--- src/adr_timing_regs.vh ---
`ifndef ADR_TIMING_REGS_VH
`define ADR_TIMING_REGS_VH
`define ADR_CLK_HZ 20000000
`define ADR_SELF_REFRESH_US 100
`define ADR_SELF_REFRESH_CYC 16'h07D0
`define ADR_REFRESH_INTERVAL_US 64000
`define ADR_REFRESH_ROWS 1024
`define ADR_REFRESH_GAP_CYC 16'h04E2
`define ADR_T_SETUP 8'h02
`define ADR_T_STROBE 8'h03
`define ADR_T_PRECHARGE 8'h03
`define ADR_OP_READ 3'h0
`define ADR_OP_WRITE 3'h1
`define ADR_OP_RMW 3'h2
`define ADR_OP_ROWREF 3'h3
`define ADR_OP_COLREF 3'h4
`define ADR_OP_SLEEP 3'h5
`endif

--- src/adr_delay.v ---
`timescale 1ns/100ps
module adr_delay #(
	parameter W = 16
) (
	input wire clk,
	input wire srst,
	input wire start,
	input wire [W-1:0] count,
	output wire done
);
	reg [W-1:0] left;
	reg run;
	always @(posedge clk) begin
		if (srst) begin
			left <= {W{1'b0}};
			run <= 1'b0;
		end else if (start) begin
			left <= count;
			run <= 1'b1;
		end else if (run) begin
			if (left <= {{(W-1){1'b0}}, 1'b1}) begin
				run <= 1'b0;
			end
			left <= left - {{(W-1){1'b0}}, 1'b1};
		end
	end
	assign done = run && (left <= {{(W-1){1'b0}}, 1'b1});
endmodule

--- src/adr_ctrl.v ---
`timescale 1ns/100ps
`include "adr_timing_regs.vh"
// Contract
// - row address set before row strobe falls and held after.
// - column address set after row strobe falls, before column strobe falls.
// - write select low around falling column strobe for a write.
// - write data driven before column strobe falls and held after.
// - both strobes return high before a write is finished.
// - page write keeps row strobe low, repeating column steps.
// - read-modify-write starts as read with write select high.
// - output gate low to read, then high; device releases data.
// - new data driven a setup period before write select falls.
// - allow longer cycle, both strobes high before finishing.
// - spread row refreshes over the interval, then restart.
// - row-only refresh: row address, row strobe low, column strobe high.
// - column-first refresh: column strobe low, write select high, then row.
// - end column-first refresh: column strobe high, then row strobe; sleep exit raises both strobes in the same cycle.
// - row strobe low 100 us in column-first refresh enters sleep.
// - hidden refresh within one column strobe low period.
module adr_ctrl #(
	parameter AW = 10,
	parameter DW = 16,
	parameter [7:0] T_SETUP = `ADR_T_SETUP,
	parameter [7:0] T_STROBE = `ADR_T_STROBE,
	parameter [7:0] T_PRECHARGE = `ADR_T_PRECHARGE,
	parameter [15:0] SLEEP_CYC = `ADR_SELF_REFRESH_CYC,
	parameter [15:0] REFRESH_GAP = `ADR_REFRESH_GAP_CYC
) (
	input wire clk,
	input wire srst,
	input wire reqValid,
	output wire reqReady,
	input wire [2:0] reqOp,
	input wire [AW-1:0] reqRow,
	input wire [AW-1:0] reqCol,
	input wire [DW-1:0] reqData,
	input wire reqPageNext,
	input wire [AW-1:0] reqNextCol,
	input wire [DW-1:0] reqNextData,
	input wire autoRefreshEn,
	input wire sleepExit,
	output reg rspValid,
	output reg [DW-1:0] rspData,
	output reg sleeping,
	output reg rowStrobeN,
	output reg colStrobeN,
	output reg writeSelN,
	output reg outGateN,
	output reg [AW-1:0] memAddr,
	output reg [DW-1:0] dqOut,
	output reg dqOe,
	input wire [DW-1:0] dqIn
);
	localparam S_IDLE = 4'h0;
	localparam S_ROWSET = 4'h1;
	localparam S_ROWLOW = 4'h2;
	localparam S_COLLOW = 4'h3;
	localparam S_COLHIGH = 4'h4;
	localparam S_RMWRD = 4'h5;
	localparam S_RMWDAT = 4'h6;
	localparam S_RMWWE = 4'h7;
	localparam S_END = 4'h8;
	localparam S_PRE = 4'h9;
	localparam S_CFCAS = 4'hA;
	localparam S_CFRAS = 4'hB;
	localparam S_CFCASUP = 4'hC;
	localparam S_SLEEP = 4'hD;
	reg [3:0] state;
	reg [2:0] op;
	reg [AW-1:0] col;
	reg [DW-1:0] wdata;
	reg [AW-1:0] refRow;
	reg [15:0] gapCnt;
	reg refDue;
	reg dStart;
	reg [15:0] dCount;
	wire dDone;
	reg [DW-1:0] dqS1, dqS2, dqS3;
	adr_delay #(.W(16)) u_delay (
		.clk(clk),
		.srst(srst),
		.start(dStart),
		.count(dCount),
		.done(dDone)
	);
	function [15:0] cyc;
		input [7:0] n;
		begin
			cyc = (n == 8'h00) ? 16'h0001 : {8'h00, n};
		end
	endfunction
	// data returns from a pin, so three stages; a plain read counts a word once stages two and three agree, read-modify-write takes stage three as is
	always @(posedge clk) begin
		dqS1 <= dqIn;
		dqS2 <= dqS1;
		dqS3 <= dqS2;
	end
	// refresh pacing: one row per gap, the row index wraps to restart the sweep
	always @(posedge clk) begin
		if (srst) begin
			gapCnt <= 16'h0000;
			refDue <= 1'b0;
		end else begin
			if (gapCnt >= REFRESH_GAP - 16'h0001) begin
				gapCnt <= 16'h0000;
			end else begin
				gapCnt <= gapCnt + 16'h0001;
			end
			if (autoRefreshEn && gapCnt == 16'h0000) begin
				refDue <= 1'b1;
			end else if (state == S_PRE && op >= `ADR_OP_ROWREF && dDone) begin
				refDue <= 1'b0;
			end
		end
	end
	assign reqReady = (state == S_IDLE) && !refDue;
	always @(posedge clk) begin
		if (srst) begin
			state <= S_IDLE;
			op <= `ADR_OP_READ;
			col <= {AW{1'b0}};
			wdata <= {DW{1'b0}};
			refRow <= {AW{1'b0}};
			rowStrobeN <= 1'b1;
			colStrobeN <= 1'b1;
			writeSelN <= 1'b1;
			outGateN <= 1'b1;
			memAddr <= {AW{1'b0}};
			dqOut <= {DW{1'b0}};
			dqOe <= 1'b0;
			rspValid <= 1'b0;
			rspData <= {DW{1'b0}};
			sleeping <= 1'b0;
			dStart <= 1'b0;
			dCount <= 16'h0001;
		end else begin
			dStart <= 1'b0;
			rspValid <= 1'b0;
			case (state)
			S_IDLE: begin
				if (refDue) begin
					op <= `ADR_OP_ROWREF;
					memAddr <= refRow;
					state <= S_ROWSET;
					dStart <= 1'b1;
					dCount <= cyc(T_SETUP);
				end else if (reqValid) begin
					op <= reqOp;
					col <= reqCol;
					wdata <= reqData;
					if (reqOp == `ADR_OP_COLREF || reqOp == `ADR_OP_SLEEP) begin
						writeSelN <= 1'b1;
						state <= S_CFCAS;
						colStrobeN <= 1'b0;
						dStart <= 1'b1;
						dCount <= cyc(T_SETUP);
					end else begin
						memAddr <= reqRow;
						state <= S_ROWSET;
						dStart <= 1'b1;
						dCount <= cyc(T_SETUP);
					end
				end
			end
			S_ROWSET: begin
				if (dDone) begin
					rowStrobeN <= 1'b0;
					state <= S_ROWLOW;
					dStart <= 1'b1;
					dCount <= (op == `ADR_OP_ROWREF) ? cyc(T_STROBE) : cyc(T_SETUP);
				end
			end
			S_ROWLOW: begin
				if (dDone) begin
					if (op == `ADR_OP_ROWREF) begin
						rowStrobeN <= 1'b1;
						refRow <= refRow + {{(AW-1){1'b0}}, 1'b1};
						state <= S_PRE;
						dStart <= 1'b1;
						dCount <= cyc(T_PRECHARGE);
					end else begin
						memAddr <= col;
						writeSelN <= !(op == `ADR_OP_WRITE);
						if (op == `ADR_OP_WRITE) begin
							dqOut <= wdata;
							dqOe <= 1'b1;
						end
						outGateN <= !(op == `ADR_OP_READ);
						state <= S_COLLOW;
						dStart <= 1'b1;
						dCount <= cyc(T_SETUP);
					end
				end
			end
			S_COLLOW: begin
				if (dDone && colStrobeN) begin
					colStrobeN <= 1'b0;
					dStart <= 1'b1;
					dCount <= cyc(T_STROBE);
				end else if (dDone) begin
					if (op == `ADR_OP_RMW) begin
						outGateN <= 1'b0;
						state <= S_RMWRD;
						dStart <= 1'b1;
						dCount <= cyc(T_STROBE) + 16'h0002;
					end else begin
						if (op == `ADR_OP_READ && dqS2 == dqS3) begin
							rspData <= dqS3;
							rspValid <= 1'b1;
						end
						writeSelN <= 1'b1;
						state <= refDue ? S_CFCAS : S_COLHIGH;
						dStart <= 1'b1;
						dCount <= cyc(T_PRECHARGE);
						if (refDue) begin
							{rowStrobeN, outGateN, dqOe} <= 3'h6;
							op <= `ADR_OP_COLREF;
						end else begin
							colStrobeN <= 1'b1;
						end
					end
				end
			end
			S_COLHIGH: begin
				dqOe <= 1'b0;
				if (dDone) begin
					if (reqPageNext && !refDue) begin
						col <= reqNextCol;
						wdata <= reqNextData;
						state <= S_ROWLOW;
						dStart <= 1'b1;
						dCount <= 16'h0001;
					end else begin
						state <= S_END;
					end
				end
			end
			S_RMWRD: begin
				if (dDone) begin
					rspData <= dqS3;
					rspValid <= 1'b1;
					outGateN <= 1'b1;
					state <= S_RMWDAT;
					dStart <= 1'b1;
					dCount <= cyc(T_SETUP);
				end
			end
			S_RMWDAT: begin
				if (dDone) begin
					dqOut <= wdata;
					dqOe <= 1'b1;
					state <= S_RMWWE;
					dStart <= 1'b1;
					dCount <= cyc(T_SETUP);
				end
			end
			S_RMWWE: begin
				if (dDone && writeSelN) begin
					writeSelN <= 1'b0;
					dStart <= 1'b1;
					dCount <= cyc(T_STROBE);
				end else if (dDone) begin
					writeSelN <= 1'b1;
					colStrobeN <= 1'b1;
					state <= S_END;
				end
			end
			S_END: begin
				colStrobeN <= 1'b1;
				rowStrobeN <= 1'b1;
				outGateN <= 1'b1;
				dqOe <= 1'b0;
				state <= S_PRE;
				dStart <= 1'b1;
				dCount <= cyc(T_PRECHARGE);
			end
			S_PRE: begin
				if (dDone) begin
					state <= S_IDLE;
				end
			end
			S_CFCAS: begin
				if (dDone) begin
					rowStrobeN <= 1'b0;
					state <= S_CFRAS;
					dStart <= 1'b1;
					dCount <= (op == `ADR_OP_SLEEP) ? SLEEP_CYC : cyc(T_STROBE);
				end
			end
			S_CFRAS: begin
				if (dDone) begin
					if (op == `ADR_OP_SLEEP) begin
						sleeping <= 1'b1;
						state <= S_SLEEP;
					end else begin
						colStrobeN <= 1'b1;
						state <= S_CFCASUP;
						dStart <= 1'b1;
						dCount <= cyc(T_SETUP);
					end
				end
			end
			S_CFCASUP: begin
				if (dDone) begin
					rowStrobeN <= 1'b1;
					state <= S_PRE;
					dStart <= 1'b1;
					dCount <= cyc(T_PRECHARGE);
				end
			end
			S_SLEEP: begin
				// strobes stay low; the device paces itself until asked to leave
				if (sleepExit) begin
					rowStrobeN <= 1'b1;
					colStrobeN <= 1'b1;
					sleeping <= 1'b0;
					state <= S_PRE;
					dStart <= 1'b1;
					dCount <= cyc(T_PRECHARGE);
				end
			end
			default: begin
				state <= S_IDLE;
			end
			endcase
		end
	end
endmodule

--- config.mk ---
export PLATFORM = sky130hd
export DESIGN_NAME = adr_ctrl
export DESIGN_NICKNAME = d
export VERILOG_FILES = /design/src/adr_delay.v /design/src/adr_ctrl.v
export VERILOG_INCLUDE_DIRS = /design/src
export SDC_FILE = /design/constraint.sdc
export NUM_CORES = 1
export LEC_CHECK = 0
export BUFFER_PORTS_ARGS = -buffer_cell sky130_fd_sc_hd__buf_4
export CORE_UTILIZATION = 40
export DETAILED_ROUTE_END_ITERATION = 8
export HOLD_SLACK_MARGIN = 0.1
export PLACE_DENSITY_LB_ADDON = 0.3
export SLEW_MARGIN = 0
export SYNTH_ARGS = -nofsm -noshare
export SYNTH_HDL_FRONTEND = slang
export SYNTH_SLANG_ARGS = --single-unit
--- constraint.sdc ---
create_clock -name clk -period 3.56 [get_ports clk]
set_clock_uncertainty 0.15 [all_clocks]
set_input_delay 0.356 -clock clk [delete_from_list [all_inputs] [get_ports clk]]
set_output_delay 0.356 -clock clk [all_outputs]
set_load 0.01 [all_outputs]
* Word level (Yosys, flattened, before mapping)
Index checks and enable logic that the tools add are counted.
** Storage, ports and cells
- Word-level logic and storage cells :: 284
- Register bits after elaboration :: 191
- Output and inout port bits :: 50
- Input port bits :: 87
** Operators by class
- $add $sub $neg :: 3
- Multiplexer cells :: 147
- $lt $le $gt $ge :: 3
- Equality and inequality tests :: 57
- Reductions and logical operators :: 50
** Operators by type and width (number)
- $mux 16 :: 29
- $pmux 16 s11 :: 1
- $pmux 16 s2 :: 3
- $mux 10 :: 9
- $mux 4 :: 21
- $mux 1 :: 64
- $pmux 4 s14 :: 1
- $ne 2x2->1 const B :: 26
- $pmux 10 s2 :: 2
- $eq 4x4->1 const B :: 6
- $mux 3 :: 7
- $ne 3x3->1 const B :: 7
- $reduce_and 10->1 :: 2
- $add 16x1->16 const B :: 1
- $eq 16x16->1 :: 1
- $eq 4x3->1 const B :: 4
- $ge 16x11->1 const B :: 1
- $le 16x1->1 const B :: 1
- $logic_not 16->1 :: 1
- $reduce_bool 2->1 :: 8
- $sub 16x1->16 const B :: 1
- $reduce_and 15->1 :: 1
- $reduce_and 5->1 :: 3
- $reduce_and 13->1 :: 1
- 30 further kinds :: 59

* Longest topological paths before layout
Gate-level depths: netlist of run 1.
- Depth after elaboration :: 7
- Depth in mapped cells :: 10
- Mapped depth without buffers :: 8

* Modules after synthesis
A second synthesis of run 1 with hierarchy kept.
** Unflattened totals
- Cell total of the unflattened synthesis :: 902
- Area total of the unflattened synthesis :: 8291.7 um^2
** By module, submodules not included
- adr_ctrl :: times used 1, cells an instance 788, area each 7289.5 um^2
- adr_delay :: times used 1, cells an instance 114, area each 1002.2 um^2

* Worst setup path after synthesis of run 1
OpenSTA, ideal clock, no wires.
- Kind :: register -> register
- Start point :: reg u_delay.left[8]
- End point :: reg writeSelN
- Arrival :: 2294 ps
- Setup time :: 125 ps
- Path buffers :: 0
- Path slack :: 991 ps
- Stages on the path, launching flop included :: 7
- Period minus slack after synthesis :: 2569 ps
- Data required time :: 3285 ps
- Path through :: dfxtp_1 or3_4 nor4_4 nand3_4 o22a_1 or4_1 o41a_1
** On the way
- Longest elaborated chain between the ends :: 5
- Elaborated cells on any way between the ends :: 11
- Those cells by class :: order compare: 1; eq/ne: 4; mux: 2; reduce/logical: 4
** Ends and longest elaborated chain
- start, declared :: line adr_delay.v:11 : reg [W-1:0] left;
- start signal, assigned :: line adr_delay.v:15 : left <= {W{1'b0}};
- start signal, assigned :: line adr_delay.v:18 : left <= count;
- start signal, assigned :: line adr_delay.v:24 : left <= left - {{(W-1){1'b0}}, 1'b1};
- $le 16x1->1 (*) :: line adr_delay.v:27 : assign done = run && (left <= {{(W-1){1'b0}}, 1'b1});
- $logic_and 1x1->1 (*) :: line adr_delay.v:27
- $logic_and 1x1->1, on equally long branches :: line adr_ctrl.v:258, adr_ctrl.v:196
- $ne 3x3->1 (no line) (tied with other cells)
- $reduce_and 10->1 (no line) / $pmux 1 s4 (equally long branches)
- end signal, assigned :: line adr_ctrl.v:183 : writeSelN <= !(op == `ADR_OP_WRITE);
- end, declared :: line adr_ctrl.v:47 : output reg writeSelN,
Mark *: on every way between the ends. The rest lies on a longest branch, timed or not.
A chain may end at the register's enable or synchronous reset.

* Final worst setup path of run 1
- Start point :: reg state[1]
- End point :: reg wdata[12]
** On the way
- Longest elaborated chain between the ends :: 3
- Elaborated cells on any way between the ends :: 9
- Those cells by class :: eq/ne: 5; mux: 1; reduce/logical: 3
** Ends and longest elaborated chain
- start, declared :: line adr_ctrl.v:68 : reg [3:0] state;
- start signal, assigned :: line adr_ctrl.v:212 : state <= refDue ? S_CFCAS : S_COLHIGH;
- $eq 4x3->1 / $logic_not 4->1 (equally long branches) :: line adr_ctrl.v:139 : case (state)
- $ne 2x2->1 (no line) / $reduce_bool 2->1 (equally long branches)
- $reduce_and 5->1 (no line)
- end signal, assigned :: line adr_ctrl.v:122 : wdata <= {DW{1'b0}};
- end signal, assigned :: line adr_ctrl.v:150 : wdata <= reqData;
- end signal, assigned :: line adr_ctrl.v:229 : wdata <= reqNextData;
- end, declared :: line adr_ctrl.v:71 : reg [DW-1:0] wdata;
Parallel ways exist; a longest one is shown, timed or not.

==> impl_metrics.env, run 1 <==
export IMPL_setup_tns_final_ns=0
export IMPL_cts_setup_buffers=0
export IMPL_areaGrowthSynthToFinish_pct=31.7
export IMPL_cts_sink_count=179
export IMPL_dp_slack_ns=0.710
export IMPL_syn_inst=886
export IMPL_final_hold_viol_count=0
export IMPL_min_path_type="input port to register"
export IMPL_fin_crit_ns=3.26
export IMPL_clk_pin_slew_ns=0.07
export IMPL_setup_worst_path_class="register to register"
export IMPL_hold_buffers=50
export IMPL_htree_levels=4
export IMPL_place_gp_congestion=0.995
export IMPL_core_sq_um=18800
export IMPL_cp_slowest_stage_delay_ns=0.66
export IMPL_synth_top_area_frac=0.466
export IMPL_drive_above_1_share=0.200
export IMPL_cts_repair_resized=0
export IMPL_yosysUniqueCellTypes=66
export IMPL_layout_setup_ws_ns=0.303
export IMPL_setup_viol=0
export IMPL_cp_arrival_ns=3.46
export IMPL_grt_max_degree=81
export IMPL_dieArea_sq_um=19800
export IMPL_post_dp_hpwl_mm=14.5
export IMPL_endpoint="wdata[12]$_SDFFE_PP0P_"
export IMPL_fmax_mhz=307
export IMPL_die_x_um=141
export IMPL_async_flop_share=0
export IMPL_post_drt_wl_per_cell_um=16.4
export IMPL_synth_ff_latch_count=179
export IMPL_grt_pass1_wl_mm=34.2
export IMPL_synth_edf_count=0
export IMPL_cp_cell_sequence="buf_4 -> or4b_2 -> buf_4 -> nor3_2 -> buf_4 -> a32oi_1 -> dlygate4sd3_1 -> a21oi_1"
export IMPL_reg2reg_depth=8
export IMPL_powerDensity_nw_per_um2=644
export IMPL_vdd_drop_max_v=0.000365
export IMPL_crit_path_start_kind="register"
export IMPL_cap_violations=0
export IMPL_ant_nets=0
export IMPL_r2r_end="wdata[12]$_SDFFE_PP0P_"
export IMPL_cp_end_kind="register"
export IMPL_rrSetupSlack_ns=0.30
export IMPL_yosys_warnings=0
export IMPL_vias=7039
export IMPL_die_h_um=141
export IMPL_rows=50
export IMPL_initial_utilization=0.410
export IMPL_drt_initial_drc_count=608
export IMPL_cts_root_buffer="clkbuf_16"
export IMPL_status="finished, final reports clean"
export IMPL_worstMarginPinSlew_ns=0.881
export IMPL_synth_cell_area_sq_um=7690
export IMPL_numCtsBuffers=17
export IMPL_grt_pass1_vias=6739
export IMPL_ios=137
export IMPL_critPathRequiredTime_ns=3.76
export IMPL_crit_top_cell="buf_4"
export IMPL_critPathSlowestCell="or4b_2"
export IMPL_synth_main_ff_cell="dfxtp_1"
export IMPL_yosysSeqAreaShare=0.466
export IMPL_drcViolationCount=0
export IMPL_relSlewSlack=0.412
export IMPL_antenna_found_initial=0
export IMPL_insertion_delay_ns=0.42
export IMPL_cts_path_max_buffers=2
export IMPL_grt_usage=0.217
export IMPL_totalWireLength_mm=21.4
export IMPL_startpoint="state[1]$_SDFFE_PP0P_"
export IMPL_rr_startpoint="state[1]$_SDFFE_PP0P_"
export IMPL_rsz0062_at_grt="false"
export IMPL_first_pass_iters=5
export IMPL_power_mw=6.52
export IMPL_nets=1152
export IMPL_synthTopCellsByArea="dfxtp_1 47%, a21oi_1 5.5%, nand2_1 5.2%"
export IMPL_crit_fanout=29
export IMPL_drv_slew=0
export IMPL_num_antenna_cells=0
export IMPL_fin_crit_sh=0.915
export IMPL_p_leak_nw=3.92
export IMPL_syn_avg_cell_area_sq_um=8.68
export IMPL_numPortBuffers=136
export IMPL_synth_area_leader_cell="dfxtp_1"
export IMPL_vias_per_cell=5.39
export IMPL_overflow=0
export IMPL_cts_tree="done"
## final cells by class
type	instances	area, sq um
fill	1732	8640
multi-input combinational	636	3860
sequential	179	3580
timing repair buffer	211	1720
clock buffer	17	425
tap	234	293
clock inverter	15	188
inverter	14	52.6
## flip-flops by register name, indices dropped and copies added (netlist names), 3 cells and up
register and count:
gapCnt 16, op 3, dqS3 16, memAddr 10, wdata 16, col 10
u_delay.left 16, rspData 16, dqS1 16, refRow 10, dqS2 16, state 4
dCount 4, dqOut 16
## cells in the final DEF (no fill, tap or decap), types with 5 or more instances in the layout
cell           count
dfxtp_1          179
buf_4            160
nand2_1          106
nor2_1            89
a21oi_1           84
dlygate4sd3_1     50
o21ai_0           45
xor2_1            29
a32oi_1           27
mux2i_1           25
nand2b_1          23
nand3b_1          21
nor3_1            21
xnor2_1           18
clkbuf_16         17
nand3_1           15
inv_1             12
or3_1             11
nor4_1            11
o211ai_1           6
a31oi_1            6
a211o_1            6
ha_1               6
or2_2              5
conb_1             5
## per-layer routing
| metal | vias up | track usage | routed length, um |
|---|---|---|---|
| met2 | 203 | 0.345 | 10000 |
| met4 | 0 | 0.0824 | 539 |
| met5 | - | 0 | 0 |
| li1 | 3471 | - | - |
| met3 | 44 | 0.0445 | 1000 |
| met1 | 3321 | 0.291 | 9820 |
## where the power goes
group	internal, mW	total, mW	switching (mW)
Combinational	0.921	2.10	1.18
Sequential	2.25	2.52	0.267
Clock	1.01	1.89	0.880
## metrics by stage
| step | hold WS [ns] | instance area, sq um | util | std cells |
|---|---|---|---|---|
| floorplan | 0.160 | 7700 | - | 890 |
| global placement | 0.160 | 9010 | 0.480 | 1224 |
| detailed placement | 0.162 | 9010 | 0.480 | 1224 |
| CTS | 0.101 | 10100 | 0.539 | 1306 |
| global route | 0.105 | 10100 | 0.539 | 1306 |
| finish | 0.110 | 10100 | 0.539 | 1306 |
## critical path: cells and delay by family, from the launching register on
kind                   cells  cell delay (ns)
DFF                        1             0.50
buffers and inverters      4             1.43
AOI/OAI and AO/OA          2             0.24
and+or+nand+nor            2             0.86
## worst min-delay path by stage
stage               cells after the start              from                endpoint
finish                                  3        reqData[6]   wdata[6]$_SDFFE_PP0P_
global route                            3       reqData[13]  wdata[13]$_SDFFE_PP0P_
CTS                                     3    reqNextData[4]   wdata[4]$_SDFFE_PP0P_
detailed placement                      0   dqS1[9]$_DFF_P_         dqS2[9]$_DFF_P_
global placement                        0  dqS1[15]$_DFF_P_        dqS2[15]$_DFF_P_
floorplan                               0   dqS1[0]$_DFF_P_         dqS2[0]$_DFF_P_
## Yosys cell counts (all sizes together) (3+ instances only)
cell	instances
a21boi	3
inv	12
nand4	4
xnor2	18
nor4	13
nand2b	23
and3b	4
o22ai	3
ha	6
or2	5
a32oi	27
o32ai	3
xor2	29
nand2	106
mux2i	25
a2111oi	3
clkbuf	48
nor3b	3
dfxtp	179
nand3b	21
nand3	16
and3	3
a211o	6
o211ai	6
and2	4
or4	6
nor2b	3
a31oi	6
a211oi	3
nor2	89
a21oi	84
nor3	24
buf	13
o21ai	46
or3	12
## logic make-up (layout without fill, tap and decap cells)
group | after synthesis | in the layout | share of synthesized area
buffers and inverters | 75 | 257 | 0.0378
muxes | 25 | 25 | 0.0325
AOI/OAI and AO/OA | 209 | 209 | 0.171
DFF | 179 | 179 | 0.466
xor gates and xnor gates | 47 | 47 | 0.0535
other | 1 | 5 | 0.000488
and+or+nand+nor | 344 | 344 | 0.228
adders and majority gates | 6 | 6 | 0.00976
No activity file was read; power rests on OpenSTA's default activity.
==> run 2: changes to the inputs <==
- RECOVER_POWER: default -> 25
==> impl_metrics.env, run 2 (same netlist as run 1, synthesis figures left out) <==
export IMPL_cts_path_max_buffers=2
export IMPL_grt_pass1_wl_mm=34.2
export IMPL_layout_setup_ws_ns=0.321
export IMPL_cts_tree="done"
export IMPL_cap_violations=0
export IMPL_cp_end_kind="register"
export IMPL_ios=137
export IMPL_cp_arrival_ns=3.44
export IMPL_p_leak_nw=3.88
export IMPL_cts_root_buffer="clkbuf_16"
export IMPL_cts_sink_count=179
export IMPL_rows=50
export IMPL_insertion_delay_ns=0.42
export IMPL_hold_buffers=50
export IMPL_vdd_drop_max_v=0.000364
export IMPL_crit_path_start_kind="register"
export IMPL_grt_pass1_vias=6739
export IMPL_die_x_um=141
export IMPL_core_sq_um=18800
export IMPL_fin_crit_ns=3.24
export IMPL_fmax_mhz=309
export IMPL_antenna_found_initial=0
export IMPL_die_h_um=141
export IMPL_dr_wl_met2_mm=10.0
export IMPL_vias_per_cell=5.41
export IMPL_drive_above_1_share=0.192
export IMPL_overflow=0
export IMPL_final_common_cell="dfxtp_1"
export IMPL_met1Wirelength_mm=9.71
export IMPL_areaGrowthSynthToFinish_pct=31.3
export IMPL_post_dp_hpwl_mm=14.5
export IMPL_post_drt_wl_per_cell_um=16.4
export IMPL_nets=1152
export IMPL_worst_path_buf_inv=4
export IMPL_status="finished, final reports clean"
export IMPL_cts_repair_resized=0
export IMPL_clk_pin_slew_ns=0.07
export IMPL_htree_levels=4
export IMPL_hold_ws_ns=0.114
export IMPL_cp_cell_sequence="buf_4 -> or4b_2 -> buf_4 -> nor3_2 -> buf_4 -> a32oi_1 -> dlygate4sd3_1 -> a21oi_1"
export IMPL_cp_slowest_stage_delay_ns=0.65
export IMPL_numPortBuffers=136
export IMPL_dr_wl_met3_mm=1.14
export IMPL_grt_usage=0.217
export IMPL_setup_worst_path_class="register to register"
export IMPL_min_path_type="input port to register"
export IMPL_num_antenna_cells=0
export IMPL_crit_fanout=29
export IMPL_powerDensity_nw_per_um2=645
export IMPL_cts_setup_buffers=0
export IMPL_relSlewSlack=0.412
export IMPL_final_hold_viol_count=0
export IMPL_fin_util=0.538
export IMPL_first_pass_iters=5
export IMPL_initial_utilization=0.410
export IMPL_dp_slack_ns=0.710
export IMPL_dieArea_sq_um=19800
export IMPL_ant_nets=0
export IMPL_critPathSlowestCell="or4b_2"
export IMPL_grt_max_degree=81
export IMPL_drv_slew=0
export IMPL_fin_crit_sh=0.910
export IMPL_vias=7064
export IMPL_setup_viol=0
export IMPL_drcViolationCount=0
export IMPL_crit_top_cell="buf_4"
export IMPL_top_layer="met4"
export IMPL_place_gp_congestion=0.995
export IMPL_numCtsBuffers=17
export IMPL_setup_tns_final_ns=0
export IMPL_critPathRequiredTime_ns=3.76
export IMPL_totalWireLength_mm=21.4
export IMPL_drt_initial_drc_count=607
export IMPL_final_cell_mix="179 x dfxtp_1, 136 x buf_4, 106 x nand2_1"
export IMPL_rsz0062_at_grt="false"
export IMPL_critical_path_top_delay_family="buffers and inverters"
export IMPL_worstMarginPinSlew_ns=0.880
run 2: metrics by stage:
step | std cells | power, mW | area (sq um)
floorplan | 890 | 3.89 | 7700
detailed placement | 1224 | 4.55 | 9010
global placement | 1224 | 4.55 | 9010
finish | 1306 | 6.51 | 10100
CTS | 1306 | 6.51 | 10100
global route | 1306 | 6.86 | 10100
run 2: final timing paths:
check	endpoint	cells after the start	from	slack (ns)
max	wdata[12]$_SDFFE_PP0P_	8	state[1]$_SDFFE_PP0P_	0.32
max reg2reg	wdata[12]$_SDFFE_PP0P_	8	state[1]$_SDFFE_PP0P_	0.32
min	wdata[6]$_SDFFE_PP0P_	3	reqData[6]	0.11
min reg2reg	dqS2[7]$_DFF_P_	0	dqS1[7]$_DFF_P_	0.18
run 2: cell type report:
type | count | area, sq um
Clock buffer | 17 | 425
Clock inverter | 15 | 188
Fill cell | 1741 | 8670
Inverter | 14 | 52.6
Multi-Input combinational cell | 636 | 3860
Sequential cell | 179 | 3580
Tap cell | 234 | 293
Timing Repair Buffer | 211 | 1690
run 2: where the power goes:
group	total [mW]	internal, mW	switching [mW]
logic	2.10	0.917	1.18
registers	2.52	2.25	0.265
clock network	1.89	1.01	0.879
total	6.51	4.18	2.33
run 2: metal layers:
layer,vias up,track usage
met2,226,0.345
met1,3320,0.291
li1,3474,-
met5,-,0
met4,0,0.0824
met3,44,0.0445
run 2: tightest hold or removal path, delay by kind of cell:
kind	cells	cell delay (ns)
AO/OA/AOI/OAI	2	0.22
buffers and inverters	1	0.08
